## config.mk

```make
export PLATFORM = sky130hd
export DESIGN_NAME = lpcc_top
export DESIGN_NICKNAME = d
export VERILOG_FILES = /design/src/design/lpcc_pkg.sv /design/src/design/lpcc_top.sv /design/src/design/lpcc_osc_ready.sv /design/src/design/lpcc_divider.sv
export SDC_FILE = /design/constraint.sdc
export NUM_CORES = 1
export LEC_CHECK = 0
export CAP_MARGIN = 20
export CORE_UTILIZATION = 30
export CTS_CLUSTER_DIAMETER = 200
export CTS_CLUSTER_SIZE = 16
export DETAILED_ROUTE_END_ITERATION = 10
export DONT_BUFFER_PORTS = 1
export HOLD_SLACK_MARGIN = 0.03
export PLACE_DENSITY = 0.42
export SYNTH_ARGS = -nofsm -noshare
export SYNTH_HDL_FRONTEND = slang
export SYNTH_HIERARCHICAL = 1
export SYNTH_SLANG_ARGS = --single-unit
export TNS_END_PERCENT = 50
```

## constraint.sdc

```tcl
create_clock -name clk -period 3.7 [get_ports clk]
set_input_delay 0.37 -clock clk [delete_from_list [all_inputs] [get_ports clk]]
set_output_delay 0.37 -clock clk [all_outputs]
set_load 0.02 [all_outputs]
```

## src/design/lpcc_pkg.sv

```systemverilog
// Purpose: shared constants for the low power clock controller
// Assumes: one 20 MHz system clock, oscillators modelled as enables and ready handshakes
// Notes: control and status bits are plain ports, field codes live here
package lpcc_pkg;
   // ------------------------------------------------------------
   // clocking and stabilisation
   // ------------------------------------------------------------
   localparam int CLK_HZ = 20000000;
   localparam int SETTLE_FAST_NS = 2000;   // fast oscillators and pll
   localparam int SETTLE_SLOW_NS = 20000;  // slow crystals and rc
   localparam int SETTLE_FAST_CYC = (SETTLE_FAST_NS * (CLK_HZ / 1000000) + 999) / 1000;
   localparam int SETTLE_SLOW_CYC = (SETTLE_SLOW_NS * (CLK_HZ / 1000000) + 999) / 1000;
   localparam int CNT_W = 16;

   // ------------------------------------------------------------
   // oscillator frequencies in hz
   // ------------------------------------------------------------
   localparam int MSI_MIN_HZ = 64000;
   localparam int MSI_MAX_HZ = 4100000;
   localparam int FAST_INT_HZ = 16000000;
   localparam int SLOW_INT_HZ = 37000;
   localparam int SYSTEM_CLOCK_MAX_HZ = 32000000;
   localparam logic [2:0] MSI_RANGES = 3'h7;
   localparam logic [2:0] MSI_RANGE_RESET = 3'h5;  // 2 MHz after reset

   // ------------------------------------------------------------
   // control/status field positions
   // ------------------------------------------------------------
   localparam int CSR_SLOW_EXT_EN_BIT = 8;
   localparam int CSR_SLOW_EXT_RDY_BIT = 9;
   localparam int CSR_RTC_SEL_LSB = 16;
   localparam int CSR_RTC_SEL_MSB = 17;
   localparam int CSR_RTC_EN_BIT = 22;
   localparam int CSR_SLOW_INT_EN_BIT = 0;
   localparam int CSR_SLOW_INT_RDY_BIT = 1;

   // ------------------------------------------------------------
   // enumerations
   // ------------------------------------------------------------
   typedef enum logic [1:0] {
      LPCC_SYS_MSI = 2'h0,
      LPCC_SYS_FAST_INT = 2'h1,
      LPCC_SYS_FAST_EXT = 2'h2,
      LPCC_SYS_PLL = 2'h3
   } lpcc_sys_src_t;

   typedef enum logic [1:0] {
      LPCC_RTC_NONE = 2'h0,
      LPCC_RTC_SLOW_EXT = 2'h1,
      LPCC_RTC_SLOW_INT = 2'h2,
      LPCC_RTC_FAST_EXT = 2'h3
   } lpcc_rtc_src_t;

   typedef enum logic [2:0] {
      LPCC_MCO_OFF = 3'h0,
      LPCC_MCO_SYS = 3'h1,
      LPCC_MCO_FAST_INT = 3'h2,
      LPCC_MCO_MSI = 3'h3,
      LPCC_MCO_FAST_EXT = 3'h4,
      LPCC_MCO_PLL = 3'h5,
      LPCC_MCO_SLOW_INT = 3'h6,
      LPCC_MCO_SLOW_EXT = 3'h7
   } lpcc_mco_src_t;

   typedef enum logic [1:0] {
      LPCC_SW_IDLE = 2'h0,
      LPCC_SW_WAIT = 2'h1,
      LPCC_SW_GAP = 2'h2
   } lpcc_sw_state_t;

   localparam int SW_GAP_CYC = 2;  // dead cycles while switching
   localparam int PSC_W = 4;
   localparam int IRQ_N = 6;       // msi, fast int, fast ext, pll, slow int, slow ext
endpackage : lpcc_pkg

```

## src/design/lpcc_top.sv

```systemverilog
// Purpose: low power clock controller: sources, system clock switch, prescalers, rtc, clock out
// Assumes: oscillator activity is modelled by tick inputs, one per oscillator, on clk
// Notes: derived clocks are one-cycle enable ticks on clk
//
// Contract
// - multispeed rc with seven doubling ranges
// - fast and slow internal rc, enable plus ready
// - slow external bits in control/status register
// - slow external enable bit 8, ready 9
// - pll enable/ready, source fast internal or external
// - pll output divider field of its own
// - four system sources, select plus status
// - reset on multispeed 2 MHz, max 32 MHz
// - core and two peripheral bus prescalers
// - rtc from slow int, slow ext, fast ext/n
// - rtc select at control/status bits 17:16
// - rtc enable at control/status bit 22
// - fast external rtc divider in control register
// - clock output source of seven, prescale 1..16
// - clock output prescaler and select separate fields
// - slow oscillators to timer a, fast ext/msi timer b
// - security and six ready interrupts, enable/clear
module lpcc_top #(
   parameter int FAST_SETTLE = lpcc_pkg::SETTLE_FAST_CYC,
   parameter int SLOW_SETTLE = lpcc_pkg::SETTLE_SLOW_CYC
) (
   input wire logic clk,
   input wire logic sys_rst,
   // oscillator activity ticks
   input wire logic multispeed_rc_osc,
   input wire logic fast_internal_osc,
   input wire logic slow_internal_osc,
   input wire logic fast_external_osc,
   input wire logic slow_external_osc,
   input wire logic pll_osc,
   input wire logic fast_external_fail,
   // clock control fields
   input wire logic multispeed_osc_enable,
   input wire logic [2:0] multispeed_range,
   input wire logic fast_internal_enable,
   input wire logic fast_external_enable,
   input wire logic pll_enable_bit,
   input wire logic css_enable,
   input wire logic [1:0] rtc_fast_ext_divider,
   // clock config fields
   input wire logic [1:0] system_clock_source_select,
   input wire logic pll_source_fast_ext,
   input wire logic [3:0] pll_multiplier,
   input wire logic [1:0] pll_output_divider,
   input wire logic [3:0] core_bus_prescaler,
   input wire logic [2:0] periph_bus_a_prescaler,
   input wire logic [2:0] periph_bus_b_prescaler,
   input wire logic [2:0] clock_output_select,
   input wire logic [2:0] clock_output_prescaler,
   // control/status register image in
   input wire logic [31:0] control_status_wr,
   // interrupt enable and clear
   input wire logic [lpcc_pkg::IRQ_N-1:0] ready_irq_enable,
   input wire logic [lpcc_pkg::IRQ_N-1:0] ready_irq_clear,
   input wire logic css_irq_clear,
   // status out
   output logic multispeed_osc_ready,
   output logic fast_internal_ready,
   output logic fast_external_ready,
   output logic pll_ready_flag,
   output logic [31:0] control_status_rd,
   output logic [1:0] system_clock_source_status,
   output logic [2:0] multispeed_range_status,
   output logic [3:0] pll_multiplier_status,
   output logic [lpcc_pkg::IRQ_N-1:0] ready_irq_pending,
   output logic css_irq_pending,
   output logic clock_irq,
   output logic css_irq,
   // derived clock ticks
   output logic system_clock,
   output logic core_bus_clock,
   output logic periph_bus_a_clock,
   output logic periph_bus_b_clock,
   output logic rtc_clock,
   output logic clock_output_pin,
   output logic timer_a_capture,
   output logic timer_b_capture
);
   // ------------------------------------------------------------
   // control/status register fields
   // ------------------------------------------------------------
   logic slow_internal_enable;
   logic slow_external_enable;
   logic [1:0] rtc_source_select;
   logic rtc_clock_enable;
   logic slow_internal_ready;
   logic slow_external_ready;

   // slow external bits live here, not in a backup-domain register
   assign slow_internal_enable = control_status_wr[lpcc_pkg::CSR_SLOW_INT_EN_BIT];
   assign slow_external_enable = control_status_wr[lpcc_pkg::CSR_SLOW_EXT_EN_BIT];
   assign rtc_source_select =
      control_status_wr[lpcc_pkg::CSR_RTC_SEL_MSB:lpcc_pkg::CSR_RTC_SEL_LSB];
   assign rtc_clock_enable = control_status_wr[lpcc_pkg::CSR_RTC_EN_BIT];

   // ------------------------------------------------------------
   // ready trackers
   // ------------------------------------------------------------
   logic [lpcc_pkg::IRQ_N-1:0] rdy;
   logic [lpcc_pkg::IRQ_N-1:0] rdy_rise;
   logic [lpcc_pkg::IRQ_N-1:0] osc_en;
   logic pll_src_ok;

   // pll may only run from the fast internal or fast external source
   assign pll_src_ok = pll_source_fast_ext ? rdy[2] : rdy[1];
   assign osc_en = {slow_external_enable, slow_internal_enable, pll_enable_bit & pll_src_ok,
                    fast_external_enable, fast_internal_enable, multispeed_osc_enable};

   lpcc_osc_ready #(.SETTLE(FAST_SETTLE)) u_rdy_msi (
      .clk(clk), .sys_rst(sys_rst), .enable(osc_en[0]), .ready(rdy[0]),
      .ready_rise(rdy_rise[0]));
   lpcc_osc_ready #(.SETTLE(FAST_SETTLE)) u_rdy_fint (
      .clk(clk), .sys_rst(sys_rst), .enable(osc_en[1]), .ready(rdy[1]),
      .ready_rise(rdy_rise[1]));
   lpcc_osc_ready #(.SETTLE(FAST_SETTLE)) u_rdy_fext (
      .clk(clk), .sys_rst(sys_rst), .enable(osc_en[2]), .ready(rdy[2]),
      .ready_rise(rdy_rise[2]));
   lpcc_osc_ready #(.SETTLE(FAST_SETTLE)) u_rdy_pll (
      .clk(clk), .sys_rst(sys_rst), .enable(osc_en[3]), .ready(rdy[3]),
      .ready_rise(rdy_rise[3]));
   lpcc_osc_ready #(.SETTLE(SLOW_SETTLE)) u_rdy_sint (
      .clk(clk), .sys_rst(sys_rst), .enable(osc_en[4]), .ready(rdy[4]),
      .ready_rise(rdy_rise[4]));
   lpcc_osc_ready #(.SETTLE(SLOW_SETTLE)) u_rdy_sext (
      .clk(clk), .sys_rst(sys_rst), .enable(osc_en[5]), .ready(rdy[5]),
      .ready_rise(rdy_rise[5]));

   assign slow_internal_ready = rdy[4];
   assign slow_external_ready = rdy[5];

   // ------------------------------------------------------------
   // registered status outputs
   // ------------------------------------------------------------
   // msi range and pll factor are latched so status never shows a torn value
   always_ff @(posedge clk or posedge sys_rst) begin
      if (sys_rst) begin
         multispeed_osc_ready <= 1'b0;
         fast_internal_ready <= 1'b0;
         fast_external_ready <= 1'b0;
         pll_ready_flag <= 1'b0;
         control_status_rd <= '0;
         multispeed_range_status <= lpcc_pkg::MSI_RANGE_RESET;
         pll_multiplier_status <= '0;
      end else begin
         multispeed_osc_ready <= rdy[0];
         fast_internal_ready <= rdy[1];
         fast_external_ready <= rdy[2];
         pll_ready_flag <= rdy[3];
         control_status_rd <= control_status_wr;
         control_status_rd[lpcc_pkg::CSR_SLOW_INT_RDY_BIT] <= slow_internal_ready;
         control_status_rd[lpcc_pkg::CSR_SLOW_EXT_RDY_BIT] <= slow_external_ready;
         if (multispeed_range < lpcc_pkg::MSI_RANGES) begin
            multispeed_range_status <= multispeed_range;
         end
         if (!pll_enable_bit) begin
            pll_multiplier_status <= pll_multiplier;
         end
      end
   end

   // ------------------------------------------------------------
   // system clock switch
   // ------------------------------------------------------------
   lpcc_pkg::lpcc_sw_state_t sw_state;
   logic [1:0] sys_src;
   logic [1:0] sw_target;
   logic [1:0] sw_gap;
   logic target_ready;

   assign target_ready = rdy[system_clock_source_select];

   // hold the old source until the new one is ready, then a short dead gap
   always_ff @(posedge clk or posedge sys_rst) begin
      if (sys_rst) begin
         sw_state <= lpcc_pkg::LPCC_SW_IDLE;
         sys_src <= lpcc_pkg::LPCC_SYS_MSI;
         sw_target <= lpcc_pkg::LPCC_SYS_MSI;
         sw_gap <= '0;
      end else begin
         case (sw_state)
            lpcc_pkg::LPCC_SW_IDLE: begin
               if (system_clock_source_select != sys_src) begin
                  sw_state <= lpcc_pkg::LPCC_SW_WAIT;
               end
            end
            lpcc_pkg::LPCC_SW_WAIT: begin
               if (system_clock_source_select == sys_src) begin
                  sw_state <= lpcc_pkg::LPCC_SW_IDLE;
               end else if (target_ready) begin
                  sw_target <= system_clock_source_select;
                  sw_gap <= '0;
                  sw_state <= lpcc_pkg::LPCC_SW_GAP;
               end
            end
            lpcc_pkg::LPCC_SW_GAP: begin
               if (sw_gap == 2'(lpcc_pkg::SW_GAP_CYC - 1)) begin
                  sys_src <= sw_target;
                  sw_state <= lpcc_pkg::LPCC_SW_IDLE;
               end else begin
                  sw_gap <= sw_gap + 1'b1;
               end
            end
            default: sw_state <= lpcc_pkg::LPCC_SW_IDLE;
         endcase
      end
   end

   // ------------------------------------------------------------
   // source ticks
   // ------------------------------------------------------------
   logic sys_tick;
   logic pll_tick;
   logic pll_div_tick;
   logic [2:0] pll_div_cnt;
   logic rtc_fext_tick;
   logic rtc_sel_tick;

   // pll output divides by 2, 3 or 4 with code 0 reserved as off
   always_ff @(posedge clk or posedge sys_rst) begin
      if (sys_rst) begin
         pll_div_cnt <= '0;
         pll_div_tick <= 1'b0;
      end else begin
         pll_div_tick <= 1'b0;
         if (pll_osc && rdy[3] && pll_output_divider != 2'h0) begin
            if (pll_div_cnt >= 3'(pll_output_divider)) begin
               pll_div_cnt <= '0;
               pll_div_tick <= 1'b1;
            end else begin
               pll_div_cnt <= pll_div_cnt + 1'b1;
            end
         end
      end
   end
   assign pll_tick = pll_div_tick;

   // gapped during the switch so no short pulse reaches the core
   always_comb begin
      sys_tick = 1'b0;
      if (sw_state != lpcc_pkg::LPCC_SW_GAP) begin
         case (sys_src)
            lpcc_pkg::LPCC_SYS_MSI: sys_tick = multispeed_rc_osc;
            lpcc_pkg::LPCC_SYS_FAST_INT: sys_tick = fast_internal_osc;
            lpcc_pkg::LPCC_SYS_FAST_EXT: sys_tick = fast_external_osc;
            lpcc_pkg::LPCC_SYS_PLL: sys_tick = pll_tick;
            default: sys_tick = 1'b0;
         endcase
      end
   end

   // ------------------------------------------------------------
   // bus prescalers
   // ------------------------------------------------------------
   logic core_tick;
   logic pa_tick;
   logic pb_tick;

   // above 32 MHz is a software fault; the divider does not police it
   lpcc_divider #(.W(15)) u_core (.clk(clk), .sys_rst(sys_rst), .tick_in(sys_tick),
      .shift(core_bus_prescaler), .tick_out(core_tick));
   lpcc_divider #(.W(7)) u_pa (.clk(clk), .sys_rst(sys_rst), .tick_in(core_tick),
      .shift({1'b0, periph_bus_a_prescaler}), .tick_out(pa_tick));
   lpcc_divider #(.W(7)) u_pb (.clk(clk), .sys_rst(sys_rst), .tick_in(core_tick),
      .shift({1'b0, periph_bus_b_prescaler}), .tick_out(pb_tick));

   // ------------------------------------------------------------
   // rtc source
   // ------------------------------------------------------------
   // divider codes 0..3 give /2, /4, /8, /16
   lpcc_divider #(.W(4)) u_rtc (.clk(clk), .sys_rst(sys_rst), .tick_in(fast_external_osc),
      .shift({2'h0, rtc_fast_ext_divider} + 4'h1), .tick_out(rtc_fext_tick));

   always_comb begin
      case (rtc_source_select)
         lpcc_pkg::LPCC_RTC_SLOW_EXT: rtc_sel_tick = slow_external_osc;
         lpcc_pkg::LPCC_RTC_SLOW_INT: rtc_sel_tick = slow_internal_osc;
         lpcc_pkg::LPCC_RTC_FAST_EXT: rtc_sel_tick = rtc_fext_tick;
         default: rtc_sel_tick = 1'b0;
      endcase
   end

   // ------------------------------------------------------------
   // clock output
   // ------------------------------------------------------------
   logic mco_sel_tick;
   logic mco_tick;

   always_comb begin
      case (clock_output_select)
         lpcc_pkg::LPCC_MCO_SYS: mco_sel_tick = sys_tick;
         lpcc_pkg::LPCC_MCO_FAST_INT: mco_sel_tick = fast_internal_osc;
         lpcc_pkg::LPCC_MCO_MSI: mco_sel_tick = multispeed_rc_osc;
         lpcc_pkg::LPCC_MCO_FAST_EXT: mco_sel_tick = fast_external_osc;
         lpcc_pkg::LPCC_MCO_PLL: mco_sel_tick = pll_tick;
         lpcc_pkg::LPCC_MCO_SLOW_INT: mco_sel_tick = slow_internal_osc;
         lpcc_pkg::LPCC_MCO_SLOW_EXT: mco_sel_tick = slow_external_osc;
         default: mco_sel_tick = 1'b0;
      endcase
   end

   // codes above 4 clamp to divide by 16
   lpcc_divider #(.W(4)) u_mco (.clk(clk), .sys_rst(sys_rst), .tick_in(mco_sel_tick),
      .shift((clock_output_prescaler > 3'h4) ? 4'h4 : {1'b0, clock_output_prescaler}),
      .tick_out(mco_tick));

   // ------------------------------------------------------------
   // registered tick outputs and timer routing
   // ------------------------------------------------------------
   // routing to timers needs no configuration
   always_ff @(posedge clk or posedge sys_rst) begin
      if (sys_rst) begin
         system_clock <= 1'b0;
         core_bus_clock <= 1'b0;
         periph_bus_a_clock <= 1'b0;
         periph_bus_b_clock <= 1'b0;
         rtc_clock <= 1'b0;
         clock_output_pin <= 1'b0;
         timer_a_capture <= 1'b0;
         timer_b_capture <= 1'b0;
         system_clock_source_status <= lpcc_pkg::LPCC_SYS_MSI;
      end else begin
         system_clock <= sys_tick;
         core_bus_clock <= core_tick;
         periph_bus_a_clock <= pa_tick;
         periph_bus_b_clock <= pb_tick;
         rtc_clock <= rtc_clock_enable & rtc_sel_tick;
         clock_output_pin <= mco_tick;
         timer_a_capture <= slow_internal_osc | slow_external_osc;
         timer_b_capture <= fast_external_osc | multispeed_rc_osc;
         system_clock_source_status <= sys_src;
      end
   end

   // ------------------------------------------------------------
   // interrupts
   // ------------------------------------------------------------
   // set wins over clear so no ready event is lost
   always_ff @(posedge clk or posedge sys_rst) begin
      if (sys_rst) begin
         ready_irq_pending <= '0;
         css_irq_pending <= 1'b0;
         clock_irq <= 1'b0;
         css_irq <= 1'b0;
      end else begin
         ready_irq_pending <= (ready_irq_pending & ~ready_irq_clear)
            | (rdy_rise & ready_irq_enable);
         css_irq_pending <= (css_irq_pending & ~css_irq_clear)
            | (css_enable & rdy[2] & fast_external_fail);
         clock_irq <= |ready_irq_pending;
         css_irq <= css_irq_pending;
      end
   end
endmodule : lpcc_top

```

## src/design/lpcc_osc_ready.sv

```systemverilog
// Purpose: ready tracker for one oscillator
// Assumes: enable is a level; ready falls on the cycle after disable
// Notes: one instance per clock source
module lpcc_osc_ready #(
   parameter int SETTLE = 40
) (
   input wire logic clk,
   input wire logic sys_rst,
   input wire logic enable,
   output logic ready,
   output logic ready_rise
);
   logic [lpcc_pkg::CNT_W-1:0] count;

   // ------------------------------------------------------------
   // settle counter
   // ------------------------------------------------------------
   // ready only after a full settle window of continuous enable
   always_ff @(posedge clk or posedge sys_rst) begin
      if (sys_rst) begin
         count <= '0;
         ready <= 1'b0;
         ready_rise <= 1'b0;
      end else begin
         ready_rise <= 1'b0;
         if (!enable) begin
            count <= '0;
            ready <= 1'b0;
         end else if (!ready) begin
            if (count == lpcc_pkg::CNT_W'(SETTLE - 1)) begin
               ready <= 1'b1;
               ready_rise <= 1'b1;
            end else begin
               count <= count + 1'b1;
            end
         end
      end
   end
endmodule : lpcc_osc_ready

```

## src/design/lpcc_divider.sv

```systemverilog
// Purpose: power-of-two enable divider
// Assumes: shift code 0 means divide by 1
// Notes: emits a one-cycle tick each divided period
module lpcc_divider #(
   parameter int W = 8
) (
   input wire logic clk,
   input wire logic sys_rst,
   input wire logic tick_in,
   input wire logic [3:0] shift,
   output logic tick_out
);
   logic [W-1:0] count;
   logic [W-1:0] limit;

   assign limit = W'((32'h1 << shift) - 1);

   // ------------------------------------------------------------
   // counter
   // ------------------------------------------------------------
   // counting input ticks keeps everything on the one clock
   always_ff @(posedge clk or posedge sys_rst) begin
      if (sys_rst) begin
         count <= '0;
         tick_out <= 1'b0;
      end else begin
         tick_out <= 1'b0;
         if (tick_in) begin
            if (count >= limit) begin
               count <= '0;
               tick_out <= 1'b1;
            end else begin
               count <= count + 1'b1;
            end
         end
      end
   end
endmodule : lpcc_divider

```

==> results.toml, run 1 <==
[global_routing]
grt_pass1_wl_mm = 46.22
antenna_found_initial = 1
grt_util_all_layers_pct = 13.90
grt_max_degree = 75
grt_pass1_vias = 8464
overflow = 0

[clock_network]
cts_made_buffers = 17
cts_resized = 0
cts_root_buf = "clkbuf_16"
clkLatencyLatePin_ns = 0.50
cts_tree = "done"
postCtsHoldBufs = 65
clk_pin_slew_worst_paths_ns = 0.07
post-cts-setup-buffer-count = 0
clk_path_buf_depth = 3
clock_sinks = 224
cts_max_level = 1

[logic_synthesis]
synth_seq_cells = 224
synth_edf_count = 0
synth_most_common_cell = "dfrtp_1"
synthXorXnorAreaFrac_pct = 5.643
synth_top_family_by_area = "simple AND/OR/NAND/NOR gates"
synthArstFlopShare_pct = 100.0
syn_area_per_cell_um2 = 10.53
synth_compound_area_share_pct = 9.308
yosysSeqAreaShare_pct = 46.93
synthMuxAreaShare_pct = 4.230
ys.flop_type = "dfrtp_1"
synthCells = 1135
synth.distinct_cells = 73
synth_common_cells = "222 x dfrtp_1, 91 x nand2_1, 63 x inv_1"
synth.area.top_cells = "dfrtp_1 46%, ha_1 6.1%, xor2_1 3.7%"
synth_top_area_cell = "dfrtp_1"
synth_top_area_share_pct = 46.49
syn_area_um2 = 11950
yosys.area_share.simple_pct = 24.60
ys_warn_count = 6
yosys.area_share.adder_pct = 6.073

[route]
wire_per_inst_um = 15.97
viasPerCell = 4.880
ant_nets = 0
drt-total-wl_mm = 27.70
firstDrtPassIters = 4
drc_errors = 0
vias = 8466
drt_iter0_drc = 350

[place]
hpwl_mm = 19.05
placed_cell_area_um2 = 12540
gp_congestion = 0.7663
dp_cells = 1642
portBuffers = 0

[setup_path]
setup.worst_path.end_class = "flip-flop"
critical_path_class = "in -> reg"
crit_arrival_ns = 3.05
cp_cell_sequence = "or2_2, or3_1, ha_1, nor3_1, a21oi_1, a2bb2oi_1, ha_1, nand4_1, nor3_2, a21oi_1, o21ai_2, buf_4, o221ai_1"
worstPathRequired_ns = 4.05
critPathMaxFanout = 14
critical_path.max_stage_delay_ns = 0.36
slowest_stage = "or3_1"
cp-start-kind = "input pin"

[timing]
slew_headroom_pct = 41.22
fin_crit_ns = 2.698
rsz0062_at_grt = "false"
period_share_pct = 72.91
maxSlewViolCount = 0
worst_slew_pin_slew_ns = 0.8736
hold_viol = 0
fin_skew_ns = 0.01348
timing.setup.tns_ns = 0
clock.fmax_mhz = 370.7
setup_viol = 0

[die]
core-area_um2 = 39010
dieArea_um2 = 40640
start_util_pct = 30.64
top_level_ports = 151
dieHeight_um = 201.6
die_x_um = 201.6
rows = 72

[final_layout]
nNetsFinal = 1357
fin_cells = 1735
design_area_um2 = 13690
final_util_pct = 35.09
synthToLayoutAreaGrowth_pct = 14.53
final_layout_size_suffix_gt1_share_pct = 7.249

[pwr]
switching_share_pct = 28.55
peakVddDrop_mv = 0.2225
pwr-share-clk_pct = 31.8
comb_power_share_pct = 15.6
p_switching_w = 0.001538
power.internal_w = 0.003849
leakage_nw = 5.925
p_seq_share_pct = 52.6
power_density_nw_per_um2 = 393.6

[run_status]
outcome = "finished, final reports clean"

[run]
drv_cap = 0

[min_path]
worst_hold_path_type = "in -> reg"
[flip-flops by register name (all words and copies together) (netlist names), 2 cells and up]
signal,count
u_rtc/count,4
u_rdy_sint/count,16
u_mco/count,4
u_rdy_fext/count,16
u_rdy_pll/count,16
u_rdy_fint/count,16
u_core/count,15
ready_irq_pending,6
sw_state,2
sys_src,2
control_status_rd,32
u_pb/count,7
pll_multiplier_status,4
u_rdy_msi/count,16
pll_div_cnt,3
system_clock_source_status,2
multispeed_range_status,3
u_rdy_sext/count,16
u_pa/count,7
sw_target,2
sw_gap,2
[routing by layer]
layer	global-route usage [%]	vias to the layer above	routed length, µm
li1	-	4201	-
met1	18.89	4112	13240
met2	23.04	131	12800
met3	2.543	22	1177
met4	2.706	0	483
met5	0	-	0
[power by group through the flow]
stage | Clock [W] | Combinational (W) | Sequential (W)
final | 0.00171 | 0.000841 | 0.00284
after global routing | 0.00191 | 0.000986 | 0.00287
after CTS | 0.00183 | 0.000855 | 0.00284
after detailed placement | 0 | 0.000774 | 0.00289
after global placement | 0 | 0.000752 | 0.00289
after floorplan | 0 | 0.000660 | 0.00283
[cell usage in the layout (no fill, tap or decap), drive strengths merged, types with 13 or more instances in the layout]
master | synthesis | routed
dlygate4sd3 | 0 | 66
a21oi | 43 | 43
nand4 | 36 | 36
nor4 | 27 | 27
inv | 63 | 63
nor2b | 13 | 13
a21boi | 16 | 16
nor4b | 28 | 28
nand3 | 28 | 28
nor3b | 19 | 19
xor2 | 50 | 50
dfrtp | 222 | 222
or4 | 16 | 16
and2 | 58 | 58
nand2b | 36 | 36
ha | 58 | 58
xnor2 | 27 | 27
mux2i | 34 | 34
conb | 1 | 20
nor2 | 26 | 26
nand2 | 91 | 91
nor3 | 46 | 46
o21ai | 39 | 39
clkbuf | 26 | 23
[final timing paths]
kind	start	endpoint	slack, ns	depth (start not counted)
worst max-delay path	core_bus_prescaler[1]	u_core/count[2]	1.00	13
worst min-delay path	ready_irq_enable[2]	ready_irq_pending[2]	0.06	2
worst max register to register	sys_src[0]	u_core/count[11]	1.26	8
worst min register to register	u_pb/tick_out	periph_bus_b_clock	0.36	0
max in group asynchronous	sys_rst	u_rdy_fint/count[6]	2.35	2
min in group asynchronous	sys_rst	core_bus_clock	0.44	2
[stage by stage]
stage                     power, W  worst slack, ns  hold slack (ns)
final                     0.005388            1.002          0.06128
after global routing      0.005761           0.7264          0.05669
after CTS                 0.005530            1.009          0.03128
after detailed placement  0.003662           0.4865           0.1907
after global placement    0.003640           0.5135           0.1927
after floorplan           0.003487           0.5307           0.1485
[cells by family after synthesis]
| family | Yosys count |
|---|---|
| AOI/OAI and AO/OA | 158 |
| xor gates and xnor gates | 77 |
| adders and majority gates | 58 |
| buffers and inverters | 95 |
| DFF | 224 |
| muxes | 46 |
| other | 1 |
| and+or+nand+nor | 476 |
[cell type report]
type | instances | area, µm²
clock buffers | 23 | 447.9
repair buffers | 69 | 703.2
inverters | 63 | 239.0
fillers | 3951 | 25320
well taps | 518 | 648.1
diodes | 3 | 7.507
multi-input cells | 835 | 6033
flip-flops and latches | 224 | 5608
[worst max-delay path, delay by kind of cell]
kind	cells	cell delay, ns
AOI/OAI and AO/OA	5	0.61
adders and majority gates	2	0.64
buffers and inverters	1	0.23
and+or+nand+nor	5	1.21
No activity file was read; power rests on OpenSTA's default activity.
==> run 2, diff against run 1 <==
--- a/config.mk
+++ b/config.mk
@@ -5,6 +5,7 @@
 export SDC_FILE = /design/constraint.sdc
 export NUM_CORES = 1
 export LEC_CHECK = 0
+export ABC_AREA = 1
 export CAP_MARGIN = 20
 export CORE_UTILIZATION = 30
 export CTS_CLUSTER_DIAMETER = 200
@@ -12,7 +13,7 @@
 export DETAILED_ROUTE_END_ITERATION = 10
 export DONT_BUFFER_PORTS = 1
 export HOLD_SLACK_MARGIN = 0.03
-export PLACE_DENSITY = 0.42
+export PLACE_DENSITY = 0.43
 export SYNTH_ARGS = -nofsm -noshare
 export SYNTH_HDL_FRONTEND = slang
 export SYNTH_HIERARCHICAL = 1
==> constraint.sdc (replaced) <==
create_clock -name clk -period 2.2 [get_ports clk]
set_input_delay 0.22 -clock clk [delete_from_list [all_inputs] [get_ports clk]]
set_output_delay 0.22 -clock clk [all_outputs]
set_load 0.02 [all_outputs]
==> results.toml, run 2 <==
[logic_synthesis]
synth_top_area_share_pct = 41.12
synth_top_area_cell = "dfrtp_1"
synth_seq_cells = 224
ys.flop_type = "dfrtp_1"
synth.area.top_cells = "dfrtp_1 41%, nand2_1 15%, nand3_1 6.7%"
ys_warn_count = 6
synth_common_cells = "524 x nand2_1, 222 x dfrtp_1, 193 x nor2_1"
syn_area_per_cell_um2 = 7.534
yosys.area_share.adder_pct = 5.372
synthXorXnorAreaFrac_pct = 2.853
synth_top_family_by_area = "simple AND/OR/NAND/NOR gates"
yosys.area_share.simple_pct = 33.76
synth_most_common_cell = "nand2_1"
syn_area_um2 = 13510
synthCells = 1793
synthMuxAreaShare_pct = 0.1482
synth_edf_count = 0
yosysSeqAreaShare_pct = 41.51
synth_compound_area_share_pct = 8.104
synth.distinct_cells = 43
synthArstFlopShare_pct = 100.0

[timing]
hold_viol = 0
holdWs_ns = 0.06204
fin_crit_ns = 1.963
timing.setup.tns_ns = 0
fin_skew_ns = 0.01589
maxSlewViolCount = 0
slew_headroom_pct = 40.76
setup_viol = 0
period_share_pct = 89.21
rsz0062_at_grt = "false"
clock.fmax_mhz = 509.5
worst_slew_pin_slew_ns = 0.8857

[clock_network]
cts_max_level = 1
clkLatencyLatePin_ns = 0.51
clock_sinks = 224
cts_root_buf = "clkbuf_16"
cts_tree = "done"
cts_made_buffers = 17
postCtsHoldBufs = 70
clk_pin_slew_worst_paths_ns = 0.07
clk_path_buf_depth = 3
cts_resized = 0
post-cts-setup-buffer-count = 0

[die]
core-area_um2 = 44320
dieHeight_um = 214.2
die_x_um = 214.2
top_level_ports = 151
start_util_pct = 30.48
dieArea_um2 = 45880
rows = 77

[final_layout]
top_register = "control_status_rd"
largest_register_ffs = 32
final_util_pct = 34.47
nNetsFinal = 2019
design_area_um2 = 15270
fillers = 4646
final_common_cell = "nand2_1"
seq_area_um2 = 5608
multiInputGateArea_um2 = 6859
layout_common_cells = "524 x nand2_1, 222 x dfrtp_1, 191 x inv_1, 191 x nor2_1, 180 x nand3_1"
synthToLayoutAreaGrowth_pct = 13.07
final_layout_size_suffix_gt1_share_pct = 8.156

[min_path]
worst_hold_path_type = "in -> reg"
min-delay-start = "pll_output_divider[1]"
hold_end = "pll_div_cnt[0]"
min_path_cells = 3

[setup_path]
cp-start-kind = "input pin"
critical_path_class = "in -> reg"
r2r_slack_ns = 0.32
cp_top_family = "buffers and inverters"
crit_arrival_ns = 2.35
setup.worst_path.end_class = "flip-flop"
critical_path.max_stage_delay_ns = 0.71
cpMostUsedCell = "nand2_1"
cp_cell_sequence = "dlygate4sd3_1, inv_1, nand2_1, nand3_1, a21oi_2, buf_12, nand3_1, nor2_1, nand2_2, nor2_1, nand2_1, nand2_1, a21oi_2"
critPathMaxFanout = 22
worstPathRequired_ns = 2.59
r2r-start = "sys_src[1]"
reg2reg_to = "u_core/count[12]"
worst-path-buf-inv = 3
r2r_cells = 11
slowest_stage = "dlygate4sd3_1"

[run]
drv_cap = 0

[run_status]
outcome = "finished, final reports clean"

[route]
ant_nets = 0
drc_errors = 0
drt-total-wl_mm = 34.13
viasPerCell = 4.561
wire_per_inst_um = 13.81
vias = 11270
firstDrtPassIters = 5
drt_iter0_drc = 651

[pwr]
power_density_nw_per_um2 = 700.8
leakage_nw = 7.144
power_w = 0.01070
peakVddDrop_mv = 0.5766

[global_routing]
overflow = 0
antenna_found_initial = 2
grt_pass1_vias = 10760
grt_pass1_wl_mm = 56.73
grt_util_all_layers_pct = 15.02
grt_max_degree = 40

[place]
portBuffers = 0
placed_cell_area_um2 = 14120
gp_congestion = 0.8150
hpwl_mm = 24.95
==> run 2: changes by cell type in the layout (fill, tap and decap cells not counted), sizes merged, moves of 16 or more <==
cell / previous run / this run
nor2: 26 / 218
nand3: 28 / 185
or4: 16 / 0
o21ai: 39 / 106
nor3: 46 / 18
mux2i: 34 / 2
and2: 58 / 1
inv: 63 / 204
nand2b: 36 / 0
xor2: 50 / 31
a21oi: 43 / 60
nand2: 91 / 550
nor4b: 28 / 0
nor4: 27 / 5
==> run 2: layout make-up <==
cell class,instances,share of cell area (%)
antenna,3,0.04915
multi-input combinational,1341,44.91
sequential,224,36.71
tap,592,4.849
inverter,204,5.030
clock buffer,23,2.933
timing repair buffer,84,5.521
==> run 2: cells by family after synthesis <==
family,after synthesis
AND/OR/NAND/NOR,1039
buffers and inverters,243
flip-flops,224
AO/OA/AOI/OAI,182
adder cells (fa/ha/maj),58
XOR/XNOR,44
multiplexers,2
other,1
==> run 2: worst max path at each step <==
stage | from | to | depth (start not counted) | slack (ns)
after floorplan | core_bus_prescaler[1] | u_core/count[10] | 17 | 0.01
after global placement | core_bus_prescaler[2] | u_core/count[0] | 16 | 0.03
after detailed placement | core_bus_prescaler[2] | u_core/count[1] | 16 | 0.01
after CTS | fast_external_osc | u_core/count[12] | 13 | 0.25
after global routing | fast_external_osc | u_core/count[12] | 13 | 0.03
final | fast_external_osc | u_core/count[12] | 13 | 0.24
==> run 2: layer usage <==
metal | GRT usage (%) | wire (µm) | up-vias
met2 | 25.01 | 15670 | 172
met1 | 19.96 | 16140 | 5163
met5 | 0 | 0 | -
met4 | 4.048 | 902 | 0
met3 | 2.695 | 1419 | 31
li1 | - | - | 5904
==> run 2: power breakdown <==
part	total, W	internal (W)	leakage (nW)	switching [W]
logic	0.00262	0.00105	3.96	0.00157
clock network	0.00294	0.00142	0.217	0.00152
registers	0.00515	0.00457	2.97	0.000584
total	0.0107	0.00703	7.14	0.00367
==> run 2: through the flow <==
| stage | instances | setup WS, ns |
|---|---|---|
| finish | 2471 | 0.2373 |
| detailed placement | 2375 | 0.01325 |
| global route | 2469 | 0.03315 |
| floorplan | 1808 | 0.009638 |
| CTS | 2468 | 0.2530 |
| global placement | 2375 | 0.03060 |
==> run 2: worst register-to-register path, delay by kind of cell, from the launching register on <==
| family | cells | cell delay, ns |
|---|---|---|
| AOI/OAI and AO/OA | 2 | 0.23 |
| buffers and inverters | 2 | 0.29 |
| DFF | 1 | 0.45 |
| and+or+nand+nor | 7 | 0.78 |
==> run 3, diff against run 2 <==
--- a/config.mk
+++ b/config.mk
@@ -7,13 +7,13 @@
 export LEC_CHECK = 0
 export ABC_AREA = 1
 export CAP_MARGIN = 20
-export CORE_UTILIZATION = 30
+export CORE_UTILIZATION = 45
 export CTS_CLUSTER_DIAMETER = 200
 export CTS_CLUSTER_SIZE = 16
 export DETAILED_ROUTE_END_ITERATION = 10
 export DONT_BUFFER_PORTS = 1
 export HOLD_SLACK_MARGIN = 0.03
-export PLACE_DENSITY = 0.43
+export PLACE_DENSITY = 0.6
 export SYNTH_ARGS = -nofsm -noshare
 export SYNTH_HDL_FRONTEND = slang
 export SYNTH_HIERARCHICAL = 1
==> results.toml, run 3 (synthesized netlist as in run 2, its figures left out) <==
[run_status]
outcome = "finished, final reports clean"

[min_path]
worst_hold_path_type = "in -> reg"
hold_end = "pll_div_cnt[1]"
min_path_cells = 4
min-delay-start = "pll_output_divider[0]"

[setup_path]
r2r-start = "sys_src[1]"
r2r_cells = 9
worst-path-buf-inv = 3
r2r_slack_ns = 0.28
worstPathRequired_ns = 2.62
cp_cell_sequence = "dlygate4sd3_1, inv_1, nand2_1, nand3_1, a21oi_4, buf_4, nand3_1, nor2_4, nand2_2, xor2_1, a21oi_2"
slowest_stage = "dlygate4sd3_1"
setup.worst_path.end_class = "flip-flop"
critical_path.max_stage_delay_ns = 0.70
cp_top_family = "buffers and inverters"
reg2reg_to = "u_core/count[9]"
critical_path_class = "in -> reg"
crit_arrival_ns = 2.44
cpMostUsedCell = "nand3_1"
cp-start-kind = "input pin"
critPathMaxFanout = 15

[final_layout]
final_layout_size_suffix_gt1_share_pct = 8.098
top_register = "control_status_rd"
fin_cells = 2267
largest_register_ffs = 32
layout_common_cells = "524 x nand2_1, 222 x dfrtp_1, 191 x inv_1, 191 x nor2_1, 180 x nand3_1"
final_common_cell = "nand2_1"
synthToLayoutAreaGrowth_pct = 11.19
nNetsFinal = 2020
antenna_cells = 0

[route]
firstDrtPassIters = 5
drt-total-wl_mm = 31.04
drt_iter0_drc = 563
viasPerCell = 5.067
vias = 11490
wire_per_inst_um = 13.69
ant_nets = 0
drc_errors = 0

[timing]
holdWs_ns = 0.06365
rsz0062_at_grt = "false"
slew_headroom_pct = 41.25
worst_slew_pin_slew_ns = 0.8784
clock.fmax_mhz = 495.5
period_share_pct = 91.73
setup_viol = 0
fin_crit_ns = 2.018
hold_viol = 0
maxSlewViolCount = 0
fin_skew_ns = 0.007991

[die]
dieArea_um2 = 30720
top_level_ports = 151
die_x_um = 175.3
start_util_pct = 45.70
dieHeight_um = 175.3
core-area_um2 = 29560
rows = 63

[pwr]
p_seq_share_pct = 48.8
power.internal_w = 0.007007
peakVddDrop_mv = 0.3939
p_switching_w = 0.003537
power_w = 0.01054
leakage_nw = 7.137
pwr-share-clk_pct = 26.7
comb_power_share_pct = 24.5
switching_share_pct = 33.54
power_density_nw_per_um2 = 702.0

[global_routing]
antenna_found_initial = 1
grt_pass1_vias = 11160
overflow = 0
grt_pass1_wl_mm = 53.09
grt_util_all_layers_pct = 20.92
grt_max_degree = 40

[clock_network]
cts_max_level = 1
clk_pin_slew_worst_paths_ns = 0.07
cts_root_buf = "clkbuf_16"
clkLatencyLatePin_ns = 0.49
clk_path_buf_depth = 3
post-cts-setup-buffer-count = 0
cts_tree = "done"
clock_sinks = 224
cts_made_buffers = 17

[run]
drv_cap = 0

[place]
portBuffers = 0
dp_cells = 2172
gp_congestion = 0.8588
hpwl_mm = 22.32
## run 3: cell count changes in the layout (fill, tap and decap cells not counted), sizes merged
| cell | delta |
|---|---|
| buf | -1 |
| clkinv | +1 |
| diode | -3 |
| dlygate4sd3 | +2 |
| inv | -1 |
## run 3: layout make-up
cell class | instances | area, µm²
multi-input cells | 1341 | 6867
well taps | 390 | 488.0
fillers | 2912 | 14540
repair buffers | 85 | 843.3
clock buffers | 23 | 447.9
flip-flops and latches | 224 | 5608
inverters | 204 | 767.0
## run 3: how the worst max path moves through the flow
| stage | from | endpoint | slack [ns] | cells past startpoint |
|---|---|---|---|---|
| 4_1_cts | fast_external_osc | u_core/count[9] | 0.14 | 11 |
| 5_1_grt | fast_external_osc | u_core/count[9] | 0.02 | 11 |
| 2_1_floorplan | core_bus_prescaler[1] | u_core/count[10] | 0.01 | 17 |
| 3_3_place_gp | core_bus_prescaler[2] | u_core/count[1] | 0.04 | 16 |
| 6_report | fast_external_osc | u_core/count[9] | 0.18 | 11 |
| 3_5_place_dp | core_bus_prescaler[2] | u_core/count[0] | -0.04 | 16 |
## run 3: metrics by stage
step	worst slack, ns	TNS [ns]	instance area [µm²]	util, %
final	0.1819	0	15020	50.81
after CTS	0.1413	0	15010	50.79
after floorplan	0.009638	0	13580	-
after detailed placement	-0.04076	-0.2089	13840	46.84
after global placement	0.03995	0	13840	46.84
after global routing	0.01547	0	15020	50.81
## run 3: tightest hold or removal path: stages
cell	delay (ns)
nor2_1	0.07
nor2_1	0.09
nand3_1	0.09
nand2_1	0.04
## run 3: power groups by stage
stage                     Clock, W  Sequential, W  Combinational, W
after floorplan                  0        0.00507           0.00200
after global placement           0        0.00522           0.00237
after detailed placement         0        0.00523           0.00246
after CTS                  0.00297        0.00516           0.00261
after global routing       0.00308        0.00522           0.00299
final                      0.00281        0.00515           0.00258
## run 3: repair_timing
| action | CTS | global route |
|---|---|---|
| endpoints found under the hold margin | 363 | 0 |
| hold buffers | 72 | 0 |
| resized for setup | 0 | 1 |
| endpoints found under the setup margin | 0 | 1 |
## run 3: metal layers
metal  GRT usage [%]  vias up  part of all wire [%]
met1           27.73     5330                    46
met3           2.727       41                   4.1
met2           35.57      201                    47
met5               0        -                 0.026
li1                -     5912                     -
met4           6.377        2                   2.4
